`src/inc/pps_cfg.svh`:
```
// Purpose: timing constants for the projector power sequencer (host side)
// Assumes: 40 MHz clock, 25 ns period
// Notes:   counts derived from times; long counts become top parameters
`ifndef PPS_CFG_SVH
`define PPS_CFG_SVH
`define PPS_CLK_HZ          40000000
`define PPS_T_CORE_LP_MS    100
`define PPS_T_RST_HOLD_MS   5
`define PPS_T_CLK_STABLE_MS 5
`define PPS_T_PARK_MS       20
`define PPS_T_SUPPLY_MS     50
`define PPS_T_FAST_US       32
`define PPS_T_SEQ_GAP_US    100
`define PPS_CYC_MS(t) ((t) * (`PPS_CLK_HZ / 1000))
`define PPS_CYC_US(t) ((t) * (`PPS_CLK_HZ / 1000000))
`define PPS_CNT_W           32
`endif

```
`src/inc/pps_pkg.sv`:
```
// Purpose: types for the projector power sequencer
// Assumes: nothing
// Notes:   one-hot state codes
`default_nettype none
package pps_pkg;
   typedef enum logic [8:0] {
      PPS_OFF      = 9'h001,
      PPS_CORE_ON  = 9'h002,
      PPS_LP_ON    = 9'h004,
      PPS_RST_HOLD = 9'h008,
      PPS_BOOT     = 9'h010,
      PPS_RUN      = 9'h020,
      PPS_PARK     = 9'h040,
      PPS_SUPPLY   = 9'h080,
      PPS_LP_OFF   = 9'h100
   } pps_state_type;
endpackage
`default_nettype wire

```
`src/core/pps_sync.sv`:
```
// Purpose: three-stage synchroniser with agreement filter
// Assumes: input is asynchronous to clk
// Notes:   output changes once stages two and three agree
`default_nettype none
module pps_sync
(
   input  wire logic clk,
   input  wire logic resetn,
   input  wire logic din,
   output var  logic dout
);
   logic s1_r;
   logic s2_r;
   logic s3_r;
   always_ff @(posedge clk or negedge resetn)
   begin
      if (!resetn)
      begin
         s1_r <= 1'b0;
         s2_r <= 1'b0;
         s3_r <= 1'b0;
      end
      else
      begin
         s1_r <= din;
         s2_r <= s1_r;
         s3_r <= s2_r;
      end
   end
   always_ff @(posedge clk or negedge resetn)
   begin
      if (!resetn)
         dout <= 1'b0;
      else if (s2_r == s3_r)
         dout <= s3_r;
   end
endmodule // pps_sync

```
`src/core/pps_host_sequencer.sv`:
```
// Purpose: host-side power manager and host processor for the display controller
// Assumes: single 40 MHz clock; pins from the controller are asynchronous
// Notes:   drives supplies, system reset, fast-park request and projector-on
//
// Functional notes
// - low-power supply after core, within 100ms
// - hold system reset 5ms after supplies
// - fast-park request high before reset release
// - reference clock stable within 5ms
// - no bus traffic until flag low
// - companion logic ready about 1.5s later
// - clock active to reset release under 1ms (code: clock starts with core, so over 5ms before reset release)
// - stop bus traffic before dropping projector-on
// - projector-on falling starts normal park
// - keep supplies and clock 20ms after
// - keep main supply 50ms after request falls
// - assert reset after park; flag pulled high
// - keep supplies 32us after fast-park request
// - keep projector-on until flag goes low
`default_nettype none
`include "pps_cfg.svh"
module pps_host_sequencer
#(
   parameter int unsigned RST_HOLD_CYC = `PPS_CYC_MS(`PPS_T_RST_HOLD_MS),
   parameter int unsigned CLK_STB_CYC  = `PPS_CYC_MS(`PPS_T_CLK_STABLE_MS),
   parameter int unsigned SEQ_GAP_CYC  = `PPS_CYC_US(`PPS_T_SEQ_GAP_US),
   parameter int unsigned PARK_CYC     = `PPS_CYC_MS(`PPS_T_PARK_MS),
   parameter int unsigned SUPPLY_CYC   = `PPS_CYC_MS(`PPS_T_SUPPLY_MS),
   parameter int unsigned FAST_CYC     = `PPS_CYC_US(`PPS_T_FAST_US)
)
(
   input  wire logic clk,
   input  wire logic resetn,
   input  wire logic power_request,
   input  wire logic supply_fault,
   input  wire logic init_flag,
   output var  logic main_system_supply,
   output var  logic core_supply,
   output var  logic low_power_core_supply,
   output var  logic ref_clock_enable,
   output var  logic system_reset_n,
   output var  logic fast_park_request_n,
   output var  logic projector_on_request,
   output var  logic bus_allowed,
   output var  logic powered_up,
   output var  logic fast_parked
);
   import pps_pkg::*;

   // ==========================================================
   // input synchronisation
   // ==========================================================
   logic flag_s;
   logic fault_s;
   logic req_s;
   pps_sync u_flag (.clk(clk), .resetn(resetn), .din(init_flag), .dout(flag_s));
   pps_sync u_fault (.clk(clk), .resetn(resetn), .din(supply_fault), .dout(fault_s));
   pps_sync u_req (.clk(clk), .resetn(resetn), .din(power_request), .dout(req_s));

   // ==========================================================
   // state and timer
   // ==========================================================
   pps_state_type           state_r;
   pps_state_type           state_nxt;
   logic [`PPS_CNT_W-1:0]   cnt_r;
   logic                    load;
   logic [`PPS_CNT_W-1:0]   load_val;
   logic                    done;
   logic                    flag_seen_hi_r;
   logic                    fast_r;
   logic [`PPS_CNT_W-1:0]   fast_cnt_r;

   assign done = (cnt_r == '0);

   always_comb
   begin
      state_nxt = state_r;
      load      = 1'b0;
      load_val  = '0;
      unique case (state_r)
         PPS_OFF:
            if (req_s && !fault_s)
            begin
               state_nxt = PPS_CORE_ON;
               load      = 1'b1;
               load_val  = `PPS_CNT_W'(SEQ_GAP_CYC);
            end
         PPS_CORE_ON:
            if (done)
            begin
               // low-power rail follows core well inside 100ms
               state_nxt = PPS_LP_ON;
               load      = 1'b1;
               // reset hold covers both the 5ms hold and clock settle
               load_val  = `PPS_CNT_W'((RST_HOLD_CYC > CLK_STB_CYC) ? RST_HOLD_CYC
                                                                      : CLK_STB_CYC);
            end
         PPS_LP_ON:
            state_nxt = PPS_RST_HOLD;
         PPS_RST_HOLD:
            // a late fault keeps reset low; park request must stand high first
            if (done && !fast_r && !fault_s && fast_park_request_n)
               state_nxt = PPS_BOOT;
         PPS_BOOT:
            // projector-on held until init done, even if requester drops
            if (flag_seen_hi_r && !flag_s)
               state_nxt = PPS_RUN;
         PPS_RUN:
            if (!req_s && !bus_allowed)
            begin
               state_nxt = PPS_PARK;
               load      = 1'b1;
               load_val  = `PPS_CNT_W'(PARK_CYC);
            end
         PPS_PARK:
            if (done)
            begin
               state_nxt = PPS_SUPPLY;
               load      = 1'b1;
               load_val  = `PPS_CNT_W'(SUPPLY_CYC - PARK_CYC);
            end
         PPS_SUPPLY:
            if (done)
            begin
               state_nxt = PPS_LP_OFF;
               load      = 1'b1;
               load_val  = `PPS_CNT_W'(SEQ_GAP_CYC);
            end
         PPS_LP_OFF:
            if (done)
               state_nxt = PPS_OFF;
         default:
            state_nxt = PPS_OFF;
      endcase
      // fault overrides any powered state once fast park window ends
      if (fast_r && fast_cnt_r == '0 && state_r != PPS_OFF)
      begin
         state_nxt = PPS_OFF;
         load      = 1'b0;
      end
   end

   always_ff @(posedge clk or negedge resetn)
   begin
      if (!resetn)
         state_r <= PPS_OFF;
      else
         state_r <= state_nxt;
   end

   always_ff @(posedge clk or negedge resetn)
   begin
      if (!resetn)
         cnt_r <= '0;
      else if (load)
         cnt_r <= load_val;
      else if (!done)
         cnt_r <= cnt_r - `PPS_CNT_W'(1);
   end

   // flag must be seen high before its fall counts as init done
   always_ff @(posedge clk or negedge resetn)
   begin
      if (!resetn)
         flag_seen_hi_r <= 1'b0;
      else if (state_r != PPS_BOOT)
         flag_seen_hi_r <= 1'b0;
      else if (flag_s)
         flag_seen_hi_r <= 1'b1;
   end

   // ==========================================================
   // fast park on supply fault
   // ==========================================================
   always_ff @(posedge clk or negedge resetn)
   begin
      if (!resetn)
      begin
         fast_r     <= 1'b0;
         fast_cnt_r <= '0;
      end
      else if (!fast_r && fault_s && state_r != PPS_OFF && state_r != PPS_CORE_ON)
      begin
         fast_r     <= 1'b1;
         fast_cnt_r <= `PPS_CNT_W'(FAST_CYC);
      end
      else if (fast_r && fast_cnt_r != '0)
         fast_cnt_r <= fast_cnt_r - `PPS_CNT_W'(1);
      else if (fast_r && state_r == PPS_OFF && !fault_s)
         fast_r <= 1'b0;
   end

   // ==========================================================
   // pin drive
   // ==========================================================
   always_ff @(posedge clk or negedge resetn)
   begin
      if (!resetn)
      begin
         main_system_supply    <= 1'b0;
         core_supply           <= 1'b0;
         low_power_core_supply <= 1'b0;
         ref_clock_enable      <= 1'b0;
      end
      else
      begin
         // supplies persist through the fast park window
         main_system_supply    <= (state_nxt != PPS_OFF);
         core_supply           <= (state_nxt != PPS_OFF);
         low_power_core_supply <= (state_nxt != PPS_OFF) && (state_nxt != PPS_CORE_ON)
                                  && (state_nxt != PPS_LP_OFF);
         ref_clock_enable      <= (state_nxt != PPS_OFF);
      end
   end

   always_ff @(posedge clk or negedge resetn)
   begin
      if (!resetn)
      begin
         system_reset_n       <= 1'b0;
         fast_park_request_n  <= 1'b1;
         projector_on_request <= 1'b0;
      end
      else
      begin
         system_reset_n       <= (state_nxt == PPS_BOOT) || (state_nxt == PPS_RUN)
                                 || (state_nxt == PPS_PARK);
         // park request stays high unless a fault is seen, so it stands high before reset release
         fast_park_request_n  <= !(fast_r || (fault_s && state_r != PPS_OFF));
         projector_on_request <= (state_nxt == PPS_BOOT) || (state_nxt == PPS_RUN);
      end
   end

   always_ff @(posedge clk or negedge resetn)
   begin
      if (!resetn)
      begin
         bus_allowed <= 1'b0;
         powered_up  <= 1'b0;
         fast_parked <= 1'b0;
      end
      else
      begin
         // bus closed one cycle before projector-on falls in normal park; in fast park it closes FAST cycles before
         bus_allowed <= (state_nxt == PPS_RUN) && req_s && !fast_r;
         powered_up  <= (state_nxt == PPS_RUN);
         fast_parked <= fast_r;
      end
   end
endmodule // pps_host_sequencer
`default_nettype wire

```
`config.mk`:
```
export PLATFORM = sky130hd
export DESIGN_NAME = pps_host_sequencer
export DESIGN_NICKNAME = d
export VERILOG_FILES = /design/src/inc/pps_pkg.sv /design/src/core/pps_sync.sv /design/src/core/pps_host_sequencer.sv
export VERILOG_INCLUDE_DIRS = /design/src /design/src/inc
export SDC_FILE = /design/constraint.sdc
export NUM_CORES = 1
export LEC_CHECK = 0
export BUFFER_PORTS_ARGS = -buffer_cell sky130_fd_sc_hd__buf_4
export CORE_ASPECT_RATIO = 1.2
export CORE_MARGIN = 5
export CORE_UTILIZATION = 55
export DETAILED_ROUTE_END_ITERATION = 12
export MAX_ROUTING_LAYER = met4
export PLACE_DENSITY = 0.71
export SETUP_SLACK_MARGIN = 0.4
export SLEW_MARGIN = 25
export SYNTH_ARGS = -nofsm -noshare
export SYNTH_HDL_FRONTEND = slang
export SYNTH_SLANG_ARGS = --single-unit
```
`constraint.sdc`:
```
create_clock -name clk -period 4.51 [get_ports clk]
set_input_delay 0.2255 -clock clk [delete_from_list [all_inputs] [get_ports clk]]
set_output_delay 0.2255 -clock clk [all_outputs]
set_load 0.005 [all_outputs]
```
After elaboration in Yosys (flattened, before gate mapping)

Index checks and enable logic that the tools add are counted.

Add/sub/neg operators: 2
Equal/unequal tests: 23
Muxes and demuxes: 30
Reductions and logical operators: 36

Operator list:

| kind                                                                    | count |
|---|---|
| 32-bit two-way mux                                                      | 4 |
| 21-bit one-hot mux with 5 select lines                                  | 1 |
| 9-bit two-way mux                                                       | 9 |
| 9-bit one-hot mux with 9 select lines                                   | 1 |
| 32-bit logical NOT                                                      | 2 |
| 32-bit by 1-bit subtractor with 32-bit output, second input constant    | 2 |
| 32-bit nonzero test                                                     | 1 |
| 12-bit two-way mux                                                      | 2 |
| 21-bit two-way mux                                                      | 1 |
| 20-bit two-way mux                                                      | 1 |
| 1-bit logical AND                                                       | 19 |
| 9-bit by 5-bit equality test with 1-bit output, second input constant   | 2 |
| 9-bit by 6-bit equality test with 1-bit output, second input constant   | 2 |
| 9-bit by 7-bit equality test with 1-bit output, second input constant   | 2 |
| 18-bit two-way mux                                                      | 1 |
| 9-bit by 1-bit inequality test with 1-bit output, second input constant | 2 |
| 9-bit by 2-bit inequality test with 1-bit output, second input constant | 2 |
| 9-bit by 1-bit equality test with 1-bit output, second input constant   | 1 |
| 9-bit by 2-bit equality test with 1-bit output, second input constant   | 1 |
| 9-bit by 3-bit equality test with 1-bit output, second input constant   | 1 |
| 9-bit by 4-bit equality test with 1-bit output, second input constant   | 1 |
| 9-bit by 8-bit equality test with 1-bit output, second input constant   | 1 |
| 9-bit equality test, second input constant                              | 1 |
| 1-bit two-way mux                                                       | 9 |
| other kinds (10)                                                        | 22 |

Bits in registers: 95
Input port bits: 5
Output and inout port bits: 10
Logic and storage cells: 116

Logic depth before layout (Yosys ltp)

Depth in word-level cells: 10
Depth in mapped cells: 9
Gate-level depth less buffers: 7

Cells and area by module

A second synthesis with hierarchy kept.

Cell total of the unflattened synthesis: 508
Area, all modules: 4847.1 µm²

Modules (own cells, without submodules):

| module             | times used | cells each | area an instance (µm²) | sequential area each (µm²) |
|---|---|---|---|---|
| pps_host_sequencer | 1          | 493        | 4513.1                 | 2079.5 |
| pps_sync           | 3          | 5          | 111.4                  | 100.1 |

Worst setup path after synthesis

Ideal clock, no wire load.

Path kind: reg-to-reg
Start: reg cnt_r[13]
End: reg low_power_core_supply
Setup time: 0.111 ns
Arrival: 2.367 ns
Required time: 4.399 ns
Slack: 2.032 ns
Stages on the path, launching flop included: 7
Buffers on the path: 1
Clock period less this slack: 2.478 ns
Path through: dfrtp_1 -> or4_4 -> or4_4 -> buf_6 -> o41ai_2 -> o21ai_1 -> a2111oi_2

Longest elaborated chain between the ends: 10
Elaborated cells between the ends (all ways): 16
Classes of those cells: eq/ne (3); mux (7); reduce/logical (6)

RTL lines:

| item                                                                                                                        | line                      | text |
|---|---|---|
| start: declaration                                                                                                          | pps_host_sequencer.sv:65  | `` logic [`PPS_CNT_W-1:0] cnt_r; `` |
| start signal: assignment                                                                                                    | pps_host_sequencer.sv:156 | `cnt_r <= load_val;` |
| start signal: assignment                                                                                                    | pps_host_sequencer.sv:158 | `` cnt_r <= cnt_r - `PPS_CNT_W'(1); `` |
| 32-bit logical NOT (*)                                                                                                      | pps_host_sequencer.sv:73  | `assign done = (cnt_r == '0);` |
| 1-bit logical AND (3 in a row)                                                                                              | pps_host_sequencer.sv:102 | `if (done && !fast_r && !fault_s && fast_park_request_n)` |
| 9-bit two-way mux                                                                                                           | pps_host_sequencer.sv:102 |  |
| 9-bit one-hot mux with 9 select lines (*)                                                                                   | pps_host_sequencer.sv:80  | `unique case (state_r)` |
| 9-bit two-way mux (*)                                                                                                       | pps_host_sequencer.sv:136 | `if (fast_r && fast_cnt_r == '0 && state_r != PPS_OFF)` |
| 9-bit by 1-bit inequality test with 1-bit output / 9-bit by 2-bit inequality test with 1-bit output (equally long branches) | pps_host_sequencer.sv:210 | `low_power_core_supply <= (state_nxt != PPS_OFF) && (state_nxt != PPS_CORE_ON)` |
| 1-bit logical AND                                                                                                           | pps_host_sequencer.sv:210 |  |
| 1-bit logical AND (*)                                                                                                       | pps_host_sequencer.sv:211 | `&& (state_nxt != PPS_LP_OFF);` |
| end signal: assignment                                                                                                      | pps_host_sequencer.sv:210 |  |
| end: declaration                                                                                                            | pps_host_sequencer.sv:39  | `output var logic low_power_core_supply,` |

Every way passes the cells marked *; elsewhere a longest branch is shown, timed or not.
A chain may end at the register's enable or synchronous reset.

Worst setup path in the final report

Start: reg state_r[2]
End: reg cnt_r[11]

Longest elaborated chain between the ends: 5
Elaborated cells between the ends (all ways): 13
Classes of those cells: eq/ne (7); mux (4); reduce/logical (2)

RTL lines:

| item                                                                         | line                      | text |
|---|---|---|
| start: declaration                                                           | pps_host_sequencer.sv:63  | `pps_state_type state_r;` |
| start signal: assignment                                                     | pps_host_sequencer.sv:148 | `state_r <= state_nxt;` |
| 9-bit by 8-bit equality test with 1-bit output, or another cell as far along | pps_host_sequencer.sv:80  |  |
| 3-bit OR reduction (no line)                                                 | --                        |  |
| 1-bit one-hot mux with 3 select lines                                        | pps_host_sequencer.sv:80  |  |
| 1-bit two-way mux                                                            | pps_host_sequencer.sv:136 |  |
| 2-bit inequality test (no line) / 32-bit two-way mux (equally long branches) | --                        |  |

Parallel ways exist; a longest one is shown, timed or not.

==> results.sh <==
export IMPL_placementRows=38
export IMPL_p_comb_frac=0.366
export IMPL_cts_root_buf="clkbuf_8"
export IMPL_clk_pin_slew_worst_paths_ps=90
export IMPL_vias=3787
export IMPL_hold_class="in2async"
export IMPL_dpl_cell_area_sq_um=5140
export IMPL_die_area_sq_um=11000
export IMPL_p_leak_nw=2.33
export IMPL_drc=0
export IMPL_period_share=0.668
export IMPL_boundaryPins=15
export IMPL_post_synth_inst_count=510
export IMPL_synth_yosys_warnings=0
export IMPL_total_power_mw=2.75
export IMPL_grt_pass1_vias=3770
export IMPL_period_needed_ps=3010
export IMPL_slew_limit_headroom=0.494
export IMPL_p_int_mw=1.63
export IMPL_max_stage_delay_ps=660
export IMPL_grt_usage=0.203
export IMPL_clkPwrFrac=0.182
export IMPL_tritoncts="built"
export IMPL_ant_nets=0
export IMPL_rr_startpoint="state_r[2]$_DFF_PN0_"
export IMPL_first_pass_iters=4
export IMPL_crit_path_max_fanout=18
export IMPL_syn_nets=518
export IMPL_tns_ps=0
export IMPL_overflow=0
export IMPL_power_frac_seq=0.452
export IMPL_timing_worst_setup_path_type="reg2reg"
export IMPL_final_hold_viol_count=0
export IMPL_ctsHoldBuffers=4
export IMPL_rsz0062_at_grt="false"
export IMPL_synthArstFlopShare=1.00
export IMPL_cts_inserted_buffers=9
export IMPL_drtIter0Drc=186
export IMPL_ir_drop_uv=318
export IMPL_synth_ff_type="dfrtp_1"
export IMPL_r2r_end="cnt_r[11]$_DFFE_PN0P_"
export IMPL_synth_top_family_by_area="simple AND/OR/NAND/NOR gates"
export IMPL_nets=532
export IMPL_worstMarginPinSlew_ps=751
export IMPL_synth_area_sq_um=4960
export IMPL_fp_dieH_um=114
export IMPL_r2r_cells=6
export IMPL_synthMuxAreaShare=0.00605
export IMPL_drive_above_1_share=0.117
export IMPL_worstSkewPairLatency_ps=370
export IMPL_power_density_nw_per_um2=514
export IMPL_core_area_sq_um=8940
export IMPL_switching_share=0.406
export IMPL_crit_required_ps=4810
export IMPL_cts_max_level=3
export IMPL_rrSetupSlack_ps=1500
export IMPL_utilization=0.599
export IMPL_path_cells="nor4_1 -> nand4_1 -> nor2b_1 -> a211oi_1 -> nor2_4 -> mux2i_1"
export IMPL_gp_congestion=0.926
export IMPL_grt_first_pass_wirelength_um=18000
export IMPL_n_antenna_cell=0
export IMPL_synth_adder_area_share=0.0156
export IMPL_endpoint_kind="register"
export IMPL_setup_viol=0
export IMPL_die_w_um=96.7
export IMPL_synth_compound_area_frac=0.113
export IMPL_drv_slew=0
export IMPL_cp_data_arrival_time_ps=3310
export IMPL_wire_per_inst_um=16.0
export IMPL_start_util=0.555
export IMPL_ctsResizeCount=0
export IMPL_io_buffer_count=14
export IMPL_power_switching_mw=1.12
export IMPL_synth_xor_area_share=0.0935
export IMPL_ys_types=67
export IMPL_start_kind="register"
export IMPL_vias_per_cell=5.84
export IMPL_antenna_found_initial=0
export IMPL_finClkSkew_ps=14.5
export IMPL_clockBufferDepth=2
export IMPL_synth_edf_count=0
export IMPL_seq_area_frac_synth=0.480
export IMPL_grt_max_degree=54
export IMPL_cts_sinks=95
export IMPL_critical_path_slowest_cell="nor4_1"
export IMPL_synthSimpleGateAreaFrac=0.261
export IMPL_max_freq_mhz=332
export IMPL_synthToLayoutAreaGrowth_pct=7.89
export IMPL_reg_top3="cnt_r x32, fast_cnt_r x32, state_r x9"
export IMPL_synth_seq_cells=95
export IMPL_drt_wl_total_um=10400
export IMPL_cts_setup_buffers=0
export IMPL_avgSynthCellArea_sq_um=9.73
export IMPL_design_area_sq_um=5350
export IMPL_dp_hpwl_um=7300
export IMPL_cap_violations=0
export IMPL_status="finished, final reports clean"
[cell families (layout without fill, tap and decap cells)]
group,count (synthesis),in the layout
and+or+nand+nor,244,244
DFF,95,95
AOI/OAI and AO/OA,79,79
xor gates and xnor gates,53,53
buffers and inverters,29,48
adders and majority gates,7,7
muxes,3,3
[per-stage QoR]
stage,hold WS [ps],std cells,setup slack [ps]
floorplan,-70.1,510,2030
global placement,227,629,1550
detailed placement,235,629,1490
CTS,366,649,1490
global route,386,649,1200
finish,359,649,1500
[layout by cell type (no fill, tap or decap), types with 4 or more instances in the layout]
| cell | Yosys | routed |
|---|---|---|
| dfrtp_1 | 93 | 93 |
| nor2_1 | 72 | 72 |
| nand2_1 | 38 | 38 |
| nor3_1 | 31 | 31 |
| xor2_1 | 31 | 31 |
| xnor2_1 | 22 | 22 |
| o21ai_0 | 20 | 20 |
| buf_4 | 3 | 18 |
| nor4_1 | 17 | 17 |
| nand3_1 | 17 | 17 |
| a21oi_1 | 17 | 17 |
| inv_1 | 10 | 10 |
| nor2b_1 | 9 | 9 |
| clkbuf_8 | 0 | 9 |
| or3_1 | 8 | 8 |
| or4_1 | 7 | 7 |
| nand2b_1 | 6 | 6 |
| nand4_1 | 5 | 5 |
| o211ai_1 | 5 | 5 |
| maj3_1 | 4 | 4 |
| a31oi_1 | 4 | 4 |
| nand3b_1 | 4 | 4 |
| dlygate4sd3_1 | 0 | 4 |
[power by group through the flow]
| stage | clock (mW) | sequential, mW | combinational, mW |
|---|---|---|---|
| 6_report | 0.500 | 1.24 | 1.01 |
| 5_1_grt | 0.553 | 1.28 | 1.13 |
| 4_1_cts | 0.515 | 1.24 | 1.01 |
| 3_5_place_dp | 0 | 1.25 | 1.00 |
| 3_3_place_gp | 0 | 1.24 | 0.969 |
| 2_1_floorplan | 0 | 1.19 | 0.815 |
[worst max path at each step]
stage / slack [ps] / depth (start not counted) / end / start
5_1_grt: 1200 / 6 / cnt_r[11]$_DFFE_PN0P_ / state_r[4]$_DFF_PN0_
2_1_floorplan: 2030 / 6 / low_power_core_supply$_DFF_PN0_ / cnt_r[13]$_DFFE_PN0P_
6_report: 1500 / 6 / cnt_r[11]$_DFFE_PN0P_ / state_r[2]$_DFF_PN0_
3_5_place_dp: 1490 / 5 / state_r[3]$_DFF_PN0_ / fast_cnt_r[4]$_DFFE_PN0P_
4_1_cts: 1490 / 5 / state_r[3]$_DFF_PN0_ / fast_cnt_r[4]$_DFFE_PN0P_
3_3_place_gp: 1550 / 5 / ref_clock_enable$_DFF_PN0_ / fast_cnt_r[4]$_DFFE_PN0P_
[Yosys cell counts, types with 3 or more instances]
cell | instances | area share
a21oi_1 | 17 | 0.017
a31o_2 | 3 | 0.0053
a31oi_1 | 4 | 0.0050
and3_1 | 3 | 0.0038
and4b_1 | 3 | 0.0061
buf_2 | 3 | 0.0030
buf_4 | 3 | 0.0045
buf_6 | 4 | 0.0091
clkbuf_1 | 8 | 0.0061
dfrtp_1 | 93 | 0.47
ha_1 | 3 | 0.0076
inv_1 | 10 | 0.0076
maj3_1 | 4 | 0.0081
mux2i_1 | 3 | 0.0061
nand2_1 | 38 | 0.029
nand2b_1 | 6 | 0.0076
nand3_1 | 17 | 0.017
nand3b_1 | 4 | 0.0061
nand4_1 | 5 | 0.0063
nand4b_1 | 3 | 0.0053
nor2_1 | 72 | 0.054
nor2b_1 | 9 | 0.011
nor3_1 | 31 | 0.031
nor3b_1 | 3 | 0.0045
nor4_1 | 17 | 0.021
o211ai_1 | 5 | 0.0076
o21ai_0 | 20 | 0.020
o21ai_1 | 3 | 0.0030
o31ai_1 | 3 | 0.0045
or3_1 | 8 | 0.010
or4_1 | 7 | 0.011
or4_4 | 3 | 0.0068
xnor2_1 | 22 | 0.039
xor2_1 | 31 | 0.055
[per-layer routing]
layer	wire length, um	track usage	vias up
li1	-	-	1843
met1	4660	0.252	1872
met2	5310	0.342	53
met3	215	0.0232	19
met4	197	0.0833	0
met5	0	-	-
[critical path: cells and delay by family (launching register included)]
family          cells  cell delay [ps]
flops               1              470
simple gates        4             2050
mux                 1              230
compound gates      1              190
[layout make-up]
cell class / count / area, sq um
fill: 807 / 3580
tap: 120 / 150
clock inverter: 7 / 47.5
inverter: 10 / 37.5
clock buffer: 9 / 124
sequential: 95 / 2380
multi-input combinational: 386 / 2440
timing repair buffer: 22 / 175
(Power assumes the default switching activity.)
